--- src/logic/irptm_consts.svh ---
// Register offsets, field positions, reset values and timing figures of the IR modulator
`ifndef IRPTM_CONSTS_SVH
`define IRPTM_CONSTS_SVH

`define IRPTM_OFF_CNT_LO    4'h6
`define IRPTM_OFF_CNT_HI    4'h7
`define IRPTM_OFF_CCTL      4'h8
`define IRPTM_OFF_ACT_TIME  4'h9
`define IRPTM_OFF_INACT_TIME 4'hA
`define IRPTM_OFF_CTRL      4'hD
`define IRPTM_OFF_STATUS    4'hE

`define IRPTM_BIT_PWM       0
`define IRPTM_BIT_LONG      1
`define IRPTM_BIT_GATE      2
`define IRPTM_BIT_ENA       3
`define IRPTM_BIT_MF_LO     4
`define IRPTM_BIT_HBE       4

`define IRPTM_RST_BYTE      8'h00
`define IRPTM_CLK_PERIOD_NS 5
`define IRPTM_TIMER_STEP    8'h01
`define IRPTM_COUNT_STEP    16'h0001

`endif

--- src/logic/irptm_pkg.sv ---
// Types shared by the IR pulse train modulator
package irptm_pkg;
   typedef enum logic [1:0] {
      IRPTM_IDLE   = 2'b00,
      IRPTM_ACTIVE = 2'b01,
      IRPTM_GAP    = 2'b10,
      IRPTM_DONE   = 2'b11
   } irptm_phase_t;
endpackage

--- src/logic/irptm_carrier.sv ---
// Carrier divider that produces the modulation square wave
`timescale 1ns/100ps
`default_nettype none
module irptm_carrier
   import irptm_pkg::*;
(
   input  wire logic       ref_clk_in,   // System clock
   input  wire logic       rst_n_in,     // Sync reset, active low
   input  wire logic       run_in,       // Carrier runs while high
   input  wire logic [1:0] sel_in,       // Divider select
   output logic            carrier_out   // Carrier level, registered
);
   typedef struct packed {
      logic [2:0] div;
      logic       lvl;
   } irptm_car_t;

   irptm_car_t st_reg;
   irptm_car_t st_next;

   // Half period length; select 01 is undefined and treated like 00, a one-clock half period
   function automatic logic [2:0] irptm_half(input logic [1:0] s);
      case (s)
         2'b10:   irptm_half = 3'h1;
         2'b11:   irptm_half = 3'h3;
         default: irptm_half = 3'h0;
      endcase
   endfunction

   // Divider toggles the level each half period
   always_comb begin
      st_next = st_reg;
      if (!run_in) begin
         st_next.div = 3'h0;
         st_next.lvl = 1'b0;
      end else if (st_reg.div >= irptm_half(sel_in)) begin
         st_next.div = 3'h0;
         st_next.lvl = ~st_reg.lvl;
      end else begin
         st_next.div = st_reg.div + 3'h1;
      end
   end

   always_ff @(posedge ref_clk_in) begin
      if (!rst_n_in) begin
         st_reg <= '0;
      end else begin
         st_reg <= st_next;
      end
   end

   assign carrier_out = st_reg.lvl;
endmodule
`default_nettype wire

--- src/logic/irptm_top.sv ---
// IR pulse train modulator with its register port
// Operation
// RULE_01 - Eight-bit active time register
// RULE_02 - Active time equals value in clocks
// RULE_03 - Eight-bit inactive time register
// RULE_04 - Inactive time equals value in clocks
// RULE_05 - Timer reloads alternately, counts down by one
// RULE_06 - Software loads nonzero pulse count
// RULE_07 - Software never leaves time registers zero
// RULE_08 - Software configures control, times, then count
// RULE_09 - Registers at offsets 06, 07, 09, 0A
// RULE_10 - Low count write starts, drives output low
// RULE_11 - Timer loads active time at start
// RULE_12 - Active expiry decrements count, output high
// RULE_13 - Inactive expiry restarts active phase
// RULE_14 - Count zero sets flag, interrupt, stops
// RULE_15 - Software disables before clearing flag
// RULE_16 - Software retoggles enable for next burst
// RULE_17 - Carrier gate modulates active phase
// RULE_18 - Long pulse mode ignores inactive time
// RULE_19 - Continuous mode runs endlessly without counter
// RULE_20 - High byte counts only when enabled
// RULE_21 - Idle or finished keeps output high
// RULE_22 - Reset clears enable, options, flag
`timescale 1ns/100ps
`default_nettype none
`include "irptm_consts.svh"
module irptm_top
   import irptm_pkg::*;
(
   input  wire logic       ref_clk_in,   // 200 MHz oscillator clock
   input  wire logic       rst_n_in,     // Sync reset, active low
   input  wire logic       page1_in,     // Register page 1 selected
   input  wire logic [3:0] addr_in,      // Register address
   input  wire logic       wr_in,        // Write strobe, one cycle
   input  wire logic [7:0] wdata_in,     // Write data
   input  wire logic       flag_clr_in,  // Clear burst complete flag
   output logic [7:0]      rdata_out,    // Read data, registered
   output logic            ir_drive_out, // IR pin level, low active
   output logic            irq_out       // Burst complete request
);
   typedef struct packed {
      irptm_phase_t phase;
      logic [7:0]   act_time;
      logic [7:0]   inact_time;
      logic [7:0]   ctrl;
      logic         hbe;
      logic [15:0]  count;
      logic [7:0]   timer;
      logic         flag;
      logic         pin;
      logic [7:0]   rdata;
   } irptm_state_t;

   irptm_state_t st_reg;
   irptm_state_t st_next;
   logic         carrier;
   logic         enabled;
   logic         cnt_last;
   logic         timer_end;
   logic [15:0]  cnt_dec;

   // -------------------------------------------------------------
   // Address decode for the write paths; the read mux decodes addr_in directly
   // -------------------------------------------------------------
   function automatic logic irptm_hit(input logic [3:0] a, input logic [3:0] off,
                                      input logic pg, input logic need_pg);
      irptm_hit = (a == off) && (pg || !need_pg);
   endfunction

   assign enabled   = st_reg.ctrl[`IRPTM_BIT_ENA];
   assign timer_end = (st_reg.timer == `IRPTM_TIMER_STEP);
   assign cnt_dec   = st_reg.count - `IRPTM_COUNT_STEP;
   // Without the high byte enabled only the low byte matters
   assign cnt_last  = st_reg.hbe ? (st_reg.count == `IRPTM_COUNT_STEP)
                                 : (st_reg.count[7:0] == 8'h01); // [RULE_20]

   // -------------------------------------------------------------
   // Carrier runs only in the active phase so each pulse starts on a fresh edge
   // -------------------------------------------------------------
   irptm_carrier u_carrier (
      .ref_clk_in  (ref_clk_in),
      .rst_n_in    (rst_n_in),
      .run_in      (st_reg.phase == IRPTM_ACTIVE),
      .sel_in      (st_reg.ctrl[`IRPTM_BIT_MF_LO +: 2]),
      .carrier_out (carrier)
   );

   // -------------------------------------------------------------
   // Register port, sequencer and read mux
   // -------------------------------------------------------------
   always_comb begin
      st_next = st_reg;
      if (wr_in) begin
         if (irptm_hit(addr_in, `IRPTM_OFF_ACT_TIME, page1_in, 1'b1)) begin
            st_next.act_time = wdata_in; // [RULE_01] [RULE_09]
         end
         if (irptm_hit(addr_in, `IRPTM_OFF_INACT_TIME, page1_in, 1'b1)) begin
            st_next.inact_time = wdata_in; // [RULE_03] [RULE_09]
         end
         if (irptm_hit(addr_in, `IRPTM_OFF_CNT_HI, page1_in, 1'b1)) begin
            st_next.count[15:8] = wdata_in; // [RULE_09]
         end
         if (irptm_hit(addr_in, `IRPTM_OFF_CCTL, page1_in, 1'b0)) begin
            st_next.hbe = wdata_in[`IRPTM_BIT_HBE];
         end
         if (irptm_hit(addr_in, `IRPTM_OFF_CTRL, page1_in, 1'b0)) begin
            st_next.ctrl = wdata_in;
         end
      end
      // Sequencer
      case (st_reg.phase)
         IRPTM_IDLE: begin
            st_next.pin = 1'b1; // [RULE_21]
            if (wr_in && enabled && irptm_hit(addr_in, `IRPTM_OFF_CNT_LO, page1_in, 1'b1)) begin
               st_next.count[7:0] = wdata_in;
               st_next.phase = IRPTM_ACTIVE; // [RULE_10]
               st_next.pin = 1'b0; // [RULE_10]
               st_next.timer = st_reg.act_time; // [RULE_11]
            end else if (wr_in && irptm_hit(addr_in, `IRPTM_OFF_CNT_LO, page1_in, 1'b1)) begin
               st_next.count[7:0] = wdata_in;
            end
         end
         IRPTM_ACTIVE: begin
            st_next.timer = st_reg.timer - `IRPTM_TIMER_STEP; // [RULE_02] [RULE_05]
            if (timer_end) begin
               if (st_reg.ctrl[`IRPTM_BIT_LONG]) begin
                  // Long pulse: stay active, reload active time per count
                  st_next.timer = st_reg.act_time; // [RULE_18]
                  st_next.count = cnt_dec;
                  if (cnt_last) begin
                     st_next.phase = IRPTM_DONE; // [RULE_14]
                     st_next.flag = 1'b1;
                     st_next.pin = 1'b1;
                  end
               end else begin
                  st_next.pin = 1'b1; // [RULE_12]
                  st_next.timer = st_reg.inact_time; // [RULE_05]
                  if (!st_reg.ctrl[`IRPTM_BIT_PWM]) begin
                     st_next.count = cnt_dec; // [RULE_12]
                  end
                  if (!st_reg.ctrl[`IRPTM_BIT_PWM] && cnt_last) begin
                     st_next.phase = IRPTM_DONE; // [RULE_14]
                     st_next.flag = 1'b1; // [RULE_14]
                  end else begin
                     st_next.phase = IRPTM_GAP; // [RULE_19]
                  end
               end
            end
         end
         IRPTM_GAP: begin
            st_next.timer = st_reg.timer - `IRPTM_TIMER_STEP; // [RULE_04] [RULE_05]
            if (timer_end) begin
               st_next.phase = IRPTM_ACTIVE; // [RULE_13]
               st_next.pin = 1'b0; // [RULE_13]
               st_next.timer = st_reg.act_time; // [RULE_05]
            end
         end
         IRPTM_DONE: begin
            st_next.pin = 1'b1; // [RULE_21]
            st_next.timer = `IRPTM_RST_BYTE;
            if (!enabled) begin
               st_next.phase = IRPTM_IDLE;
            end
         end
         default: begin
            st_next.phase = IRPTM_IDLE;
         end
      endcase
      // Disable aborts any burst at once
      if (!st_next.ctrl[`IRPTM_BIT_ENA] && st_next.phase != IRPTM_DONE) begin
         st_next.phase = IRPTM_IDLE; // [RULE_21]
         st_next.pin = 1'b1;
         st_next.timer = `IRPTM_RST_BYTE;
      end
      // Flag clears only once the enable is off; a new set wins over the clear
      if (flag_clr_in && !enabled && !(st_next.flag && !st_reg.flag)) begin
         st_next.flag = 1'b0; // [RULE_15]
      end
      // Registered read data
      case (addr_in)
         `IRPTM_OFF_CNT_LO:     st_next.rdata = page1_in ? st_reg.count[7:0] : 8'h00;
         `IRPTM_OFF_CNT_HI:     st_next.rdata = page1_in ? st_reg.count[15:8] : 8'h00;
         `IRPTM_OFF_ACT_TIME:   st_next.rdata = page1_in ? st_reg.act_time : 8'h00;
         `IRPTM_OFF_INACT_TIME: st_next.rdata = page1_in ? st_reg.inact_time : 8'h00;
         `IRPTM_OFF_CCTL:       st_next.rdata = {3'h0, st_reg.hbe, 4'h0};
         `IRPTM_OFF_CTRL:       st_next.rdata = st_reg.ctrl;
         `IRPTM_OFF_STATUS:     st_next.rdata = {6'h00, st_reg.phase != IRPTM_IDLE, st_reg.flag};
         default:               st_next.rdata = 8'h00;
      endcase
   end

   // -------------------------------------------------------------
   // Single state register
   // -------------------------------------------------------------
   always_ff @(posedge ref_clk_in) begin
      if (!rst_n_in) begin
         st_reg       <= '0; // [RULE_22]
         st_reg.pin   <= 1'b1;
         st_reg.phase <= IRPTM_IDLE;
      end else begin
         st_reg <= st_next;
      end
   end

   // -------------------------------------------------------------
   // Outputs
   // -------------------------------------------------------------
   // Carrier gates the low time: output low only when carrier is high
   assign ir_drive_out = (st_reg.phase == IRPTM_ACTIVE && st_reg.ctrl[`IRPTM_BIT_GATE])
                         ? ~carrier : st_reg.pin; // [RULE_17]
   assign irq_out   = st_reg.flag; // [RULE_14]
   assign rdata_out = st_reg.rdata;

   // -------------------------------------------------------------
   // Checks
   // -------------------------------------------------------------
   AST_START_LOW: assert property (@(posedge ref_clk_in) disable iff (!rst_n_in) // [RULE_10]
      (st_reg.phase == IRPTM_IDLE && wr_in && enabled && page1_in
       && addr_in == `IRPTM_OFF_CNT_LO
       && st_reg.ctrl[`IRPTM_BIT_ENA] && st_next.ctrl[`IRPTM_BIT_ENA])
      |=> (st_reg.phase == IRPTM_ACTIVE && st_reg.pin == 1'b0))
      else $error("start did not drive the pin low");

   AST_LOAD_ACT: assert property (@(posedge ref_clk_in) disable iff (!rst_n_in) // [RULE_11]
      ($rose(st_reg.phase == IRPTM_ACTIVE) && !$past(wr_in)) |-> st_reg.timer == st_reg.act_time)
      else $error("active phase did not load active time");

   AST_GAP_LOAD: assert property (@(posedge ref_clk_in) disable iff (!rst_n_in) // [RULE_05]
      ($past(st_reg.phase) == IRPTM_ACTIVE && st_reg.phase == IRPTM_GAP && !$past(wr_in))
      |-> st_reg.timer == st_reg.inact_time)
      else $error("gap did not load inactive time");

   AST_DEC: assert property (@(posedge ref_clk_in) disable iff (!rst_n_in) // [RULE_12]
      (st_reg.phase == IRPTM_ACTIVE && timer_end && !st_reg.ctrl[`IRPTM_BIT_LONG]
       && !st_reg.ctrl[`IRPTM_BIT_PWM] && !wr_in && enabled)
      |=> (st_reg.count == $past(cnt_dec) && st_reg.pin))
      else $error("count not decremented at active end");

   AST_DONE_FLAG: assert property (@(posedge ref_clk_in) disable iff (!rst_n_in) // [RULE_14]
      $rose(st_reg.phase == IRPTM_DONE) |-> st_reg.flag && irq_out)
      else $error("burst end without flag");

   AST_IDLE_HIGH: assert property (@(posedge ref_clk_in) disable iff (!rst_n_in) // [RULE_21]
      (st_reg.phase == IRPTM_IDLE || st_reg.phase == IRPTM_DONE) |-> ir_drive_out)
      else $error("pin active while idle");

   AST_FLAG_HOLD: assert property (@(posedge ref_clk_in) disable iff (!rst_n_in) // [RULE_15]
      (st_reg.flag && enabled) |=> st_reg.flag)
      else $error("flag cleared while enabled");

   AST_PWM_NO_END: assert property (@(posedge ref_clk_in) disable iff (!rst_n_in) // [RULE_19]
      (st_reg.ctrl[`IRPTM_BIT_PWM] && !st_reg.ctrl[`IRPTM_BIT_LONG]
       && st_reg.phase == IRPTM_ACTIVE && !wr_in && enabled) |=> st_reg.phase != IRPTM_DONE)
      else $error("continuous train stopped");

   // Reset must leave nothing armed, whatever came before
   AST_RST_STATE: assert property (@(posedge ref_clk_in) // [RULE_22]
      !rst_n_in |=> (st_reg.ctrl == 8'h00 && !st_reg.flag && st_reg.pin
                     && st_reg.phase == IRPTM_IDLE))
      else $error("reset left the modulator armed");

   AST_TIMER_DEC: assert property (@(posedge ref_clk_in) disable iff (!rst_n_in) // [RULE_05]
      ((st_reg.phase == IRPTM_ACTIVE || st_reg.phase == IRPTM_GAP) && !timer_end
       && enabled && !wr_in)
      |=> st_reg.timer == $past(st_reg.timer) - `IRPTM_TIMER_STEP)
      else $error("pulse timer did not count down by one");

   AST_GAP_RESTART: assert property (@(posedge ref_clk_in) disable iff (!rst_n_in) // [RULE_13]
      (st_reg.phase == IRPTM_GAP && timer_end && enabled && !wr_in)
      |=> (st_reg.phase == IRPTM_ACTIVE && !st_reg.pin
           && st_reg.timer == st_reg.act_time))
      else $error("gap end did not restart the active phase");

   AST_LONG_HOLD: assert property (@(posedge ref_clk_in) disable iff (!rst_n_in) // [RULE_18]
      (st_reg.phase == IRPTM_ACTIVE && st_reg.ctrl[`IRPTM_BIT_LONG]
       && !(timer_end && cnt_last) && enabled && !wr_in)
      |=> (st_reg.phase == IRPTM_ACTIVE && !st_reg.pin))
      else $error("long pulse broke before its end");

   // A finished burst ignores a new low count byte until the enable is cycled
   AST_CNT_KEEP: assert property (@(posedge ref_clk_in) disable iff (!rst_n_in) // [RULE_16]
      (st_reg.phase == IRPTM_DONE && wr_in && page1_in && addr_in == `IRPTM_OFF_CNT_LO)
      |=> (st_reg.count == $past(st_reg.count) && st_reg.phase != IRPTM_ACTIVE))
      else $error("finished burst took a new count");

   AST_NO_START: assert property (@(posedge ref_clk_in) disable iff (!rst_n_in) // [RULE_16]
      (st_reg.phase == IRPTM_IDLE && !enabled) |=> st_reg.phase == IRPTM_IDLE)
      else $error("modulator started while disabled");

   AST_FLAG_CLEAR: assert property (@(posedge ref_clk_in) disable iff (!rst_n_in) // [RULE_15]
      (st_reg.flag && !enabled && flag_clr_in) |=> !st_reg.flag)
      else $error("flag not cleared while disabled");

   // Main scenarios
   COV_BURST: cover property (@(posedge ref_clk_in) $rose(st_reg.phase == IRPTM_DONE));
   COV_GAP: cover property (@(posedge ref_clk_in) st_reg.phase == IRPTM_GAP ##1
      st_reg.phase == IRPTM_ACTIVE);
   COV_LONG: cover property (@(posedge ref_clk_in) st_reg.ctrl[`IRPTM_BIT_LONG] && timer_end
      && st_reg.phase == IRPTM_ACTIVE);
   COV_PWM: cover property (@(posedge ref_clk_in) st_reg.ctrl[`IRPTM_BIT_PWM] && timer_end
      && st_reg.phase == IRPTM_GAP);
   COV_ABORT: cover property (@(posedge ref_clk_in) st_reg.phase == IRPTM_ACTIVE ##1
      st_reg.phase == IRPTM_IDLE);
endmodule
`default_nettype wire

--- config.mk ---
export PLATFORM = sky130hd
export DESIGN_NAME = irptm_top
export DESIGN_NICKNAME = d
export VERILOG_FILES = /design/src/logic/irptm_pkg.sv /design/src/logic/irptm_carrier.sv /design/src/logic/irptm_top.sv
export VERILOG_INCLUDE_DIRS = /design/src /design/src/logic
export SDC_FILE = /design/constraint.sdc
export NUM_CORES = 1
export LEC_CHECK = 0
export BUFFER_PORTS_ARGS = -buffer_cell sky130_fd_sc_hd__buf_2
export CORE_MARGIN = 3
export CORE_UTILIZATION = 55
export CTS_BUF_LIST = sky130_fd_sc_hd__clkbuf_8
export CTS_CLUSTER_DIAMETER = 30
export CTS_CLUSTER_SIZE = 14
export DETAILED_ROUTE_END_ITERATION = 7
export GPL_TIMING_DRIVEN = 0
export PLACE_DENSITY = 0.74
export SLEW_MARGIN = 15
export SYNTH_ARGS = -nofsm -noshare
export SYNTH_HDL_FRONTEND = slang
export SYNTH_HIERARCHICAL = 1
export SYNTH_SLANG_ARGS = --single-unit
--- constraint.sdc ---
create_clock -name ref_clk_in -period 6.3 [get_ports ref_clk_in]
set_input_delay 0.63 -clock ref_clk_in [delete_from_list [all_inputs] [get_ports ref_clk_in]]
set_output_delay 0.63 -clock ref_clk_in [all_outputs]
set_load 0.01 [all_outputs]
; Word-level counts from Yosys, hierarchy flattened
; Index checks and enable logic that the tools add are counted.
[totals]
input_bits = 17
output_inout_bits = 10
ff_bits = 65
word_cells = 111
[classes]
n_bitwise = 3
n_reduce_logical = 31
n_mux = 37
add_sub_neg = 3
order_cmp = 1
eq_ne = 22
[ops]
columns = cell, count
row1 = 2-to-1 mux 8 bit, 10
row2 = case mux 8 bit (7 select lines), 1
row3 = 2-to-1 mux 26 bit, 2
row4 = case mux 8 bit (4 select lines), 1
row5 = == test 4 bit (second input constant), 5
row6 = == test 16 x 1 -> 1 bit (second input constant), 1
row7 = == test 8 x 1 -> 1 bit (second input constant), 2
row8 = 2-to-1 mux 16 bit, 1
row9 = case mux 8 bit (2 select lines), 1
row10 = subtractor 16 x 1 -> 16 bit (second input constant), 1
row11 = 2-to-1 mux 2 bit, 7
row12 = logical AND 1 bit, 13
row13 = 2-to-1 mux 13 bit, 1
row14 = AND reduction 2 bit, 5
row15 = inequality test 3 bit (second input constant), 3
row16 = == test 2 bit (second input constant), 4
row17 = == test 4 x 3 -> 1 bit (second input constant), 2
row18 = 2-to-1 mux 1 bit, 8
row19 = inequality test 2 bit (second input constant), 4
row20 = case mux 2 bit (4 select lines), 1
row21 = subtractor 8 x 1 -> 8 bit (second input constant), 1
row22 = logical NOT 1 bit, 5
row23 = 2-to-1 mux 4 bit, 1
row24 = case mux 1 bit (4 select lines), 1
row25 = 12 further kinds, 16

; Depth between registers and ports, before layout
[depth]
word_depth = 12
depth_mapped = 9
ltp_nobuf = 8

; Cells and area by module
; Netlist, hierarchy kept.
[modules_own_cells]
columns = module, seq_area_each_um2, area_each_um2, n_inst, cells_per_inst
row1 = irptm_top, 1221.2, 3338.2, 1, 428
row2 = irptm_carrier, 80.1, 201.4, 1, 21

; Worst setup path before layout
; No wires, ideal clock.
[synth_timing]
path_kind = input -> register
from = input port addr_in[1]
to = register st_reg[11] (netlist bit)
t_arrival_ps = 2204
t_required_ps = 6151
setup_time_ps = 149
path_slack_ps = 3947
n_path_buf = 2
stages = 8
path_cell_list = clkbuf_1 -> and4b_1 -> clkbuf_1 -> nand2_1 -> mux2_2 -> and2_1 -> a21oi_2 -> a221oi_1
[synth_via]
elab_chain_cells = 8
elab_cells_between_ends = 13
classes_between = 4 x eq/ne / 4 x mux / 5 x reduce/logical
[synth_lines]
columns = item, line
row1 = from (decl), irptm_top.sv:34  ; input wire logic [3:0] addr_in,
row2 = == test 4 x 3 -> 1 bit, irptm_top.sv:68  ; irptm_hit = (a == off) && (pg || !need_pg);
row3 = logical AND 1 bit, irptm_top.sv:68
row4 = logical AND 1 bit, irptm_top.sv:115  ; if (wr_in && enabled && irptm_hit(addr_in, `IRPTM_OFF_CNT_LO, page1_in, 1'b1)) begin
row5 = 2-to-1 mux 2 bit, irptm_top.sv:115
row6 = case mux 2 bit (4 select lines), irptm_top.sv:112  ; case (st_reg.phase)
row7 = inequality test 2 bit, irptm_top.sv:171  ; if (!st_next.ctrl[`IRPTM_BIT_ENA] && st_next.phase != IRPTM_DONE) begin
row8 = logical AND 1 bit, irptm_top.sv:171
row9 = OR reduction 2 bit (no line), n/a
row10 = to (signal assigned), irptm_top.sv:202  ; st_reg <= st_next;
row11 = to (decl), irptm_top.sv:55  ; irptm_state_t st_reg;
; Several ways; a longest one is shown, not always the timed one.
; A chain may end at the register's enable or synchronous reset.

; Final worst setup path
[layout_timing]
from = input port addr_in[3]
to = register st_reg[28] (netlist bit)
[layout_via]
elab_chain_cells = 8
[layout_lines]
columns = item, line
row1 = == test 4 x 3 -> 1 bit (*), irptm_top.sv:68
row2 = logical AND 1 bit (*), irptm_top.sv:68
row3 = 2-to-1 mux 8 bit (*), irptm_top.sv:101  ; if (irptm_hit(addr_in, `IRPTM_OFF_CNT_HI, page1_in, 1'b1)) begin
row4 = 2-to-1 mux 13 bit (*), irptm_top.sv:94  ; if (wr_in) begin
row5 = 2-to-1 mux 16 bit, irptm_top.sv:139  ; if (!st_reg.ctrl[`IRPTM_BIT_PWM]) begin
row6 = 2-to-1 mux 26 bit, irptm_top.sv:127  ; if (st_reg.ctrl[`IRPTM_BIT_LONG]) begin
row7 = 2-to-1 mux 26 bit, irptm_top.sv:126  ; if (timer_end) begin
row8 = 2-to-1 mux 8 bit (*), irptm_top.sv:112
; Mark *: on every way between the ends. The rest lies on a longest branch, timed or not. The select of a mux whose other input is x is not followed.

==> flow_summary.yaml <==
placement:
  hpwl_um: 7950
  placedInstanceArea_um2: 3750
  io_buffers: 23
  place.gp.congestion: 0.958
  post-place-ws_ps: 3500
timing:
  tightest_slew_ps: 1050
  setup_viol: 0
  rsz0062_at_grt: "no"
  worst_slack_ps: 3740
  relSlewSlack_pct: 30.1
  finalCriticalPeriod_ps: 2560
  finalSetupTns_ps: 0
  finClkSkew_ps: 9.43
  maxSlewViolCount: 0
  max_freq_mhz: 391
  timing.final.crit_share_pct: 40.6
  hold_viol: 0
die:
  core_um2: 6060
  die_h_um: 86.2
  rows: 28
  dieArea_um2: 7430
  die_w_um: 86.2
  start_util_pct: 58.4
  boundaryPins: 27
worst_setup_path:
  worstSetupPathDepth: 8
  crit_family: "simple AND/OR/NAND/NOR gates"
  cp.arrival_ps: 2860
  path_common_cell: "nor2_1"
  crit_path_start_kind: "primary input"
  critPathMaxFanout: 10
  end_kind: "flip-flop"
  cpPeakStageDelay_ps: 680
  cp.required_ps: 6600
  r2r_cells: 7
  path_class: "primary input to flip-flop"
  worst_path_max_delay_cell: "nor2_1"
  path_cells: "clkbuf_1 -> nand3b_1 -> nor2_1 -> and3_1 -> clkbuf_1 -> nor2_1 -> mux2_1 -> nor2_1"
  critPathBufInv: 2
synth:
  yosys_warnings: 6
  synthArstFlopShare_pct: 0
  synth_top_cell_by_area: "dfxtp_1"
  syn_area_um2: 3540
  ys_seq_area_share_pct: 36.8
  synthTopCellsByArea: "dfxtp_1 (37%), a21oi_1 (6.9%), nand2_1 (5.7%)"
  synth_flop_cell: "dfxtp_1"
  ys_types: 60
  synth_edf_count: 0
  synthCells: 449
  syn_avg_cell_area_um2: 7.88
  ys_ff_latch: 65
  synth_top_area_share_pct: 36.8
  synth_nets: 473
global_route:
  antenna_found_initial: 0
  grt_pass1_vias: 3339
  grt_max_degree: 14
  track_usage_pct: 30.8
  overflow: 0
  grt_pass1_wl_um: 17600
routing:
  drc: 0
  routed_wirelength_um: 11000
  first_pass_iters: 5
  ant_nets: 0
  vias: 3801
  via_per_inst: 6.75
  wl_per_cell_um: 19.6
  drt_iter0_markers: 475
pwr:
  max-vdd-ir-drop_mv: 0.162
  powerDensity_nw_per_um2: 201
  leakagePower_nw: 1.35
  design_power_total_uw: 789
clock_network:
  holdBufCountCts: 0
  postCtsSetupRepairBufs: 0
  cts_buffer_depth: 2
  clk_latency_ps: 360
  clock_sinks: 65
  cts_root_buf: "clkbuf_8"
  cts_resized: 0
  cts_tree: "built"
  clk_pin_slew_ps: 80
  htree_levels: 3
  cts_made_buffers: 9
worst_hold_path:
  worstHoldPathCells: 2
  hold_path.class: "flip-flop to flip-flop"
status:
  status: "finished, final reports clean"
layout:
  diodes: 0
  drive_above_1_share_pct: 13.3
  area_growth_syn_to_layout_pct: 11.1
  utilization_pct: 64.9
  largest_reg_flops: 51
  nNetsFinal: 507
  finalInstanceArea_um2: 3930
flow_run:
  maxCapViolations: 0
-- layout make-up --
| cell class | instances | area, um2 |
|---|---|---|
| timing repair buffer | 23 | 115 |
| clock inverter | 7 | 55.1 |
| multi-input combinational | 337 | 2040 |
| sequential | 65 | 1300 |
| clock buffer | 9 | 124 |
| inverter | 15 | 56.3 |
| fill | 531 | 2130 |
| tap | 75 | 93.8 |
| buffer | 32 | 151 |
-- per-layer routing --
layer	up-vias	part of all wire, %	wire length [um]	global-route usage (%)
met3	44	12	1340	5.99
met2	259	42	4650	44.6
met1	1764	41	4530	43.1
li1	1734	-	-	-
met4	0	4.6	504	16.7
met5	-	0	0	0
-- cells by family after synthesis --
family	count (synthesis)	synth area share, %
and+or+nand+nor	173	24.4
muxes	8	2.40
AOI/OAI and AO/OA	147	27.6
DFF	65	36.8
adders and majority gates	7	2.47
buffers and inverters	47	5.87
xor gates and xnor gates	2	0.495
-- worst reg2reg max path: cells and delay by family, from the launching register on --
kind / cells / cell delay, ps
AOI/OAI and AO/OA: 1 / 300
adders and majority gates: 1 / 180
buffers and inverters: 1 / 220
DFF: 1 / 400
and+or+nand+nor: 4 / 1340
-- worst paths after layout --
| path | start | to | slack (ps) |
|---|---|---|---|
| max | addr_in[3] | st_reg[28] | 3740 |
| min | st_reg[41] | st_reg[41] | 460 |
| max reg2reg | st_reg[10] | st_reg[26] | 3760 |
| min reg2reg | st_reg[41] | st_reg[41] | 460 |
-- cell usage in the layout, fill, tap and decap left out, types with 4 or more instances in the layout --
cell      instances
inv_1            13
a211o_1           4
and3_1            5
buf_2            24
a31oi_1          12
o21ai_0          22
or3_1             6
nand2_1          54
nand4_1           4
ha_1              7
dfxtp_1          65
nand2b_1          5
mux2i_1           4
a22oi_1          12
nor2b_1           4
buf_4             8
clkbuf_8          9
a21oi_1          49
a211oi_1          5
nor3_1           12
a221oi_1         10
nand3_1          35
clkbuf_1         22
a32oi_1           5
nor2_1           27
-- power breakdown --
| part | internal, mW | switching [mW] |
|---|---|---|
| clock network | 0.146 | 0.185 |
| registers | 0.413 | 0.00309 |
| logic | 0.0116 | 0.0315 |
-- cell usage after synthesis, types with 6 or more instances --
cell type	instances
a221oi_1	10
o21ai_0	22
a21oi_1	49
nor2_1	27
buf_4	8
clkbuf_1	22
nor3_1	12
or3_1	6
nand3_1	35
nand2_1	54
a31oi_1	12
a22oi_1	12
ha_1	7
dfxtp_1	65
inv_1	13
-- stage by stage --
step / hold slack, ps / instances
floorplan: 432 / 449
global placement: 443 / 547
detailed placement: 448 / 547
CTS: 458 / 563
global route: 482 / 563
finish: 460 / 563
Note: power is estimated with default switching activity, not from simulation.
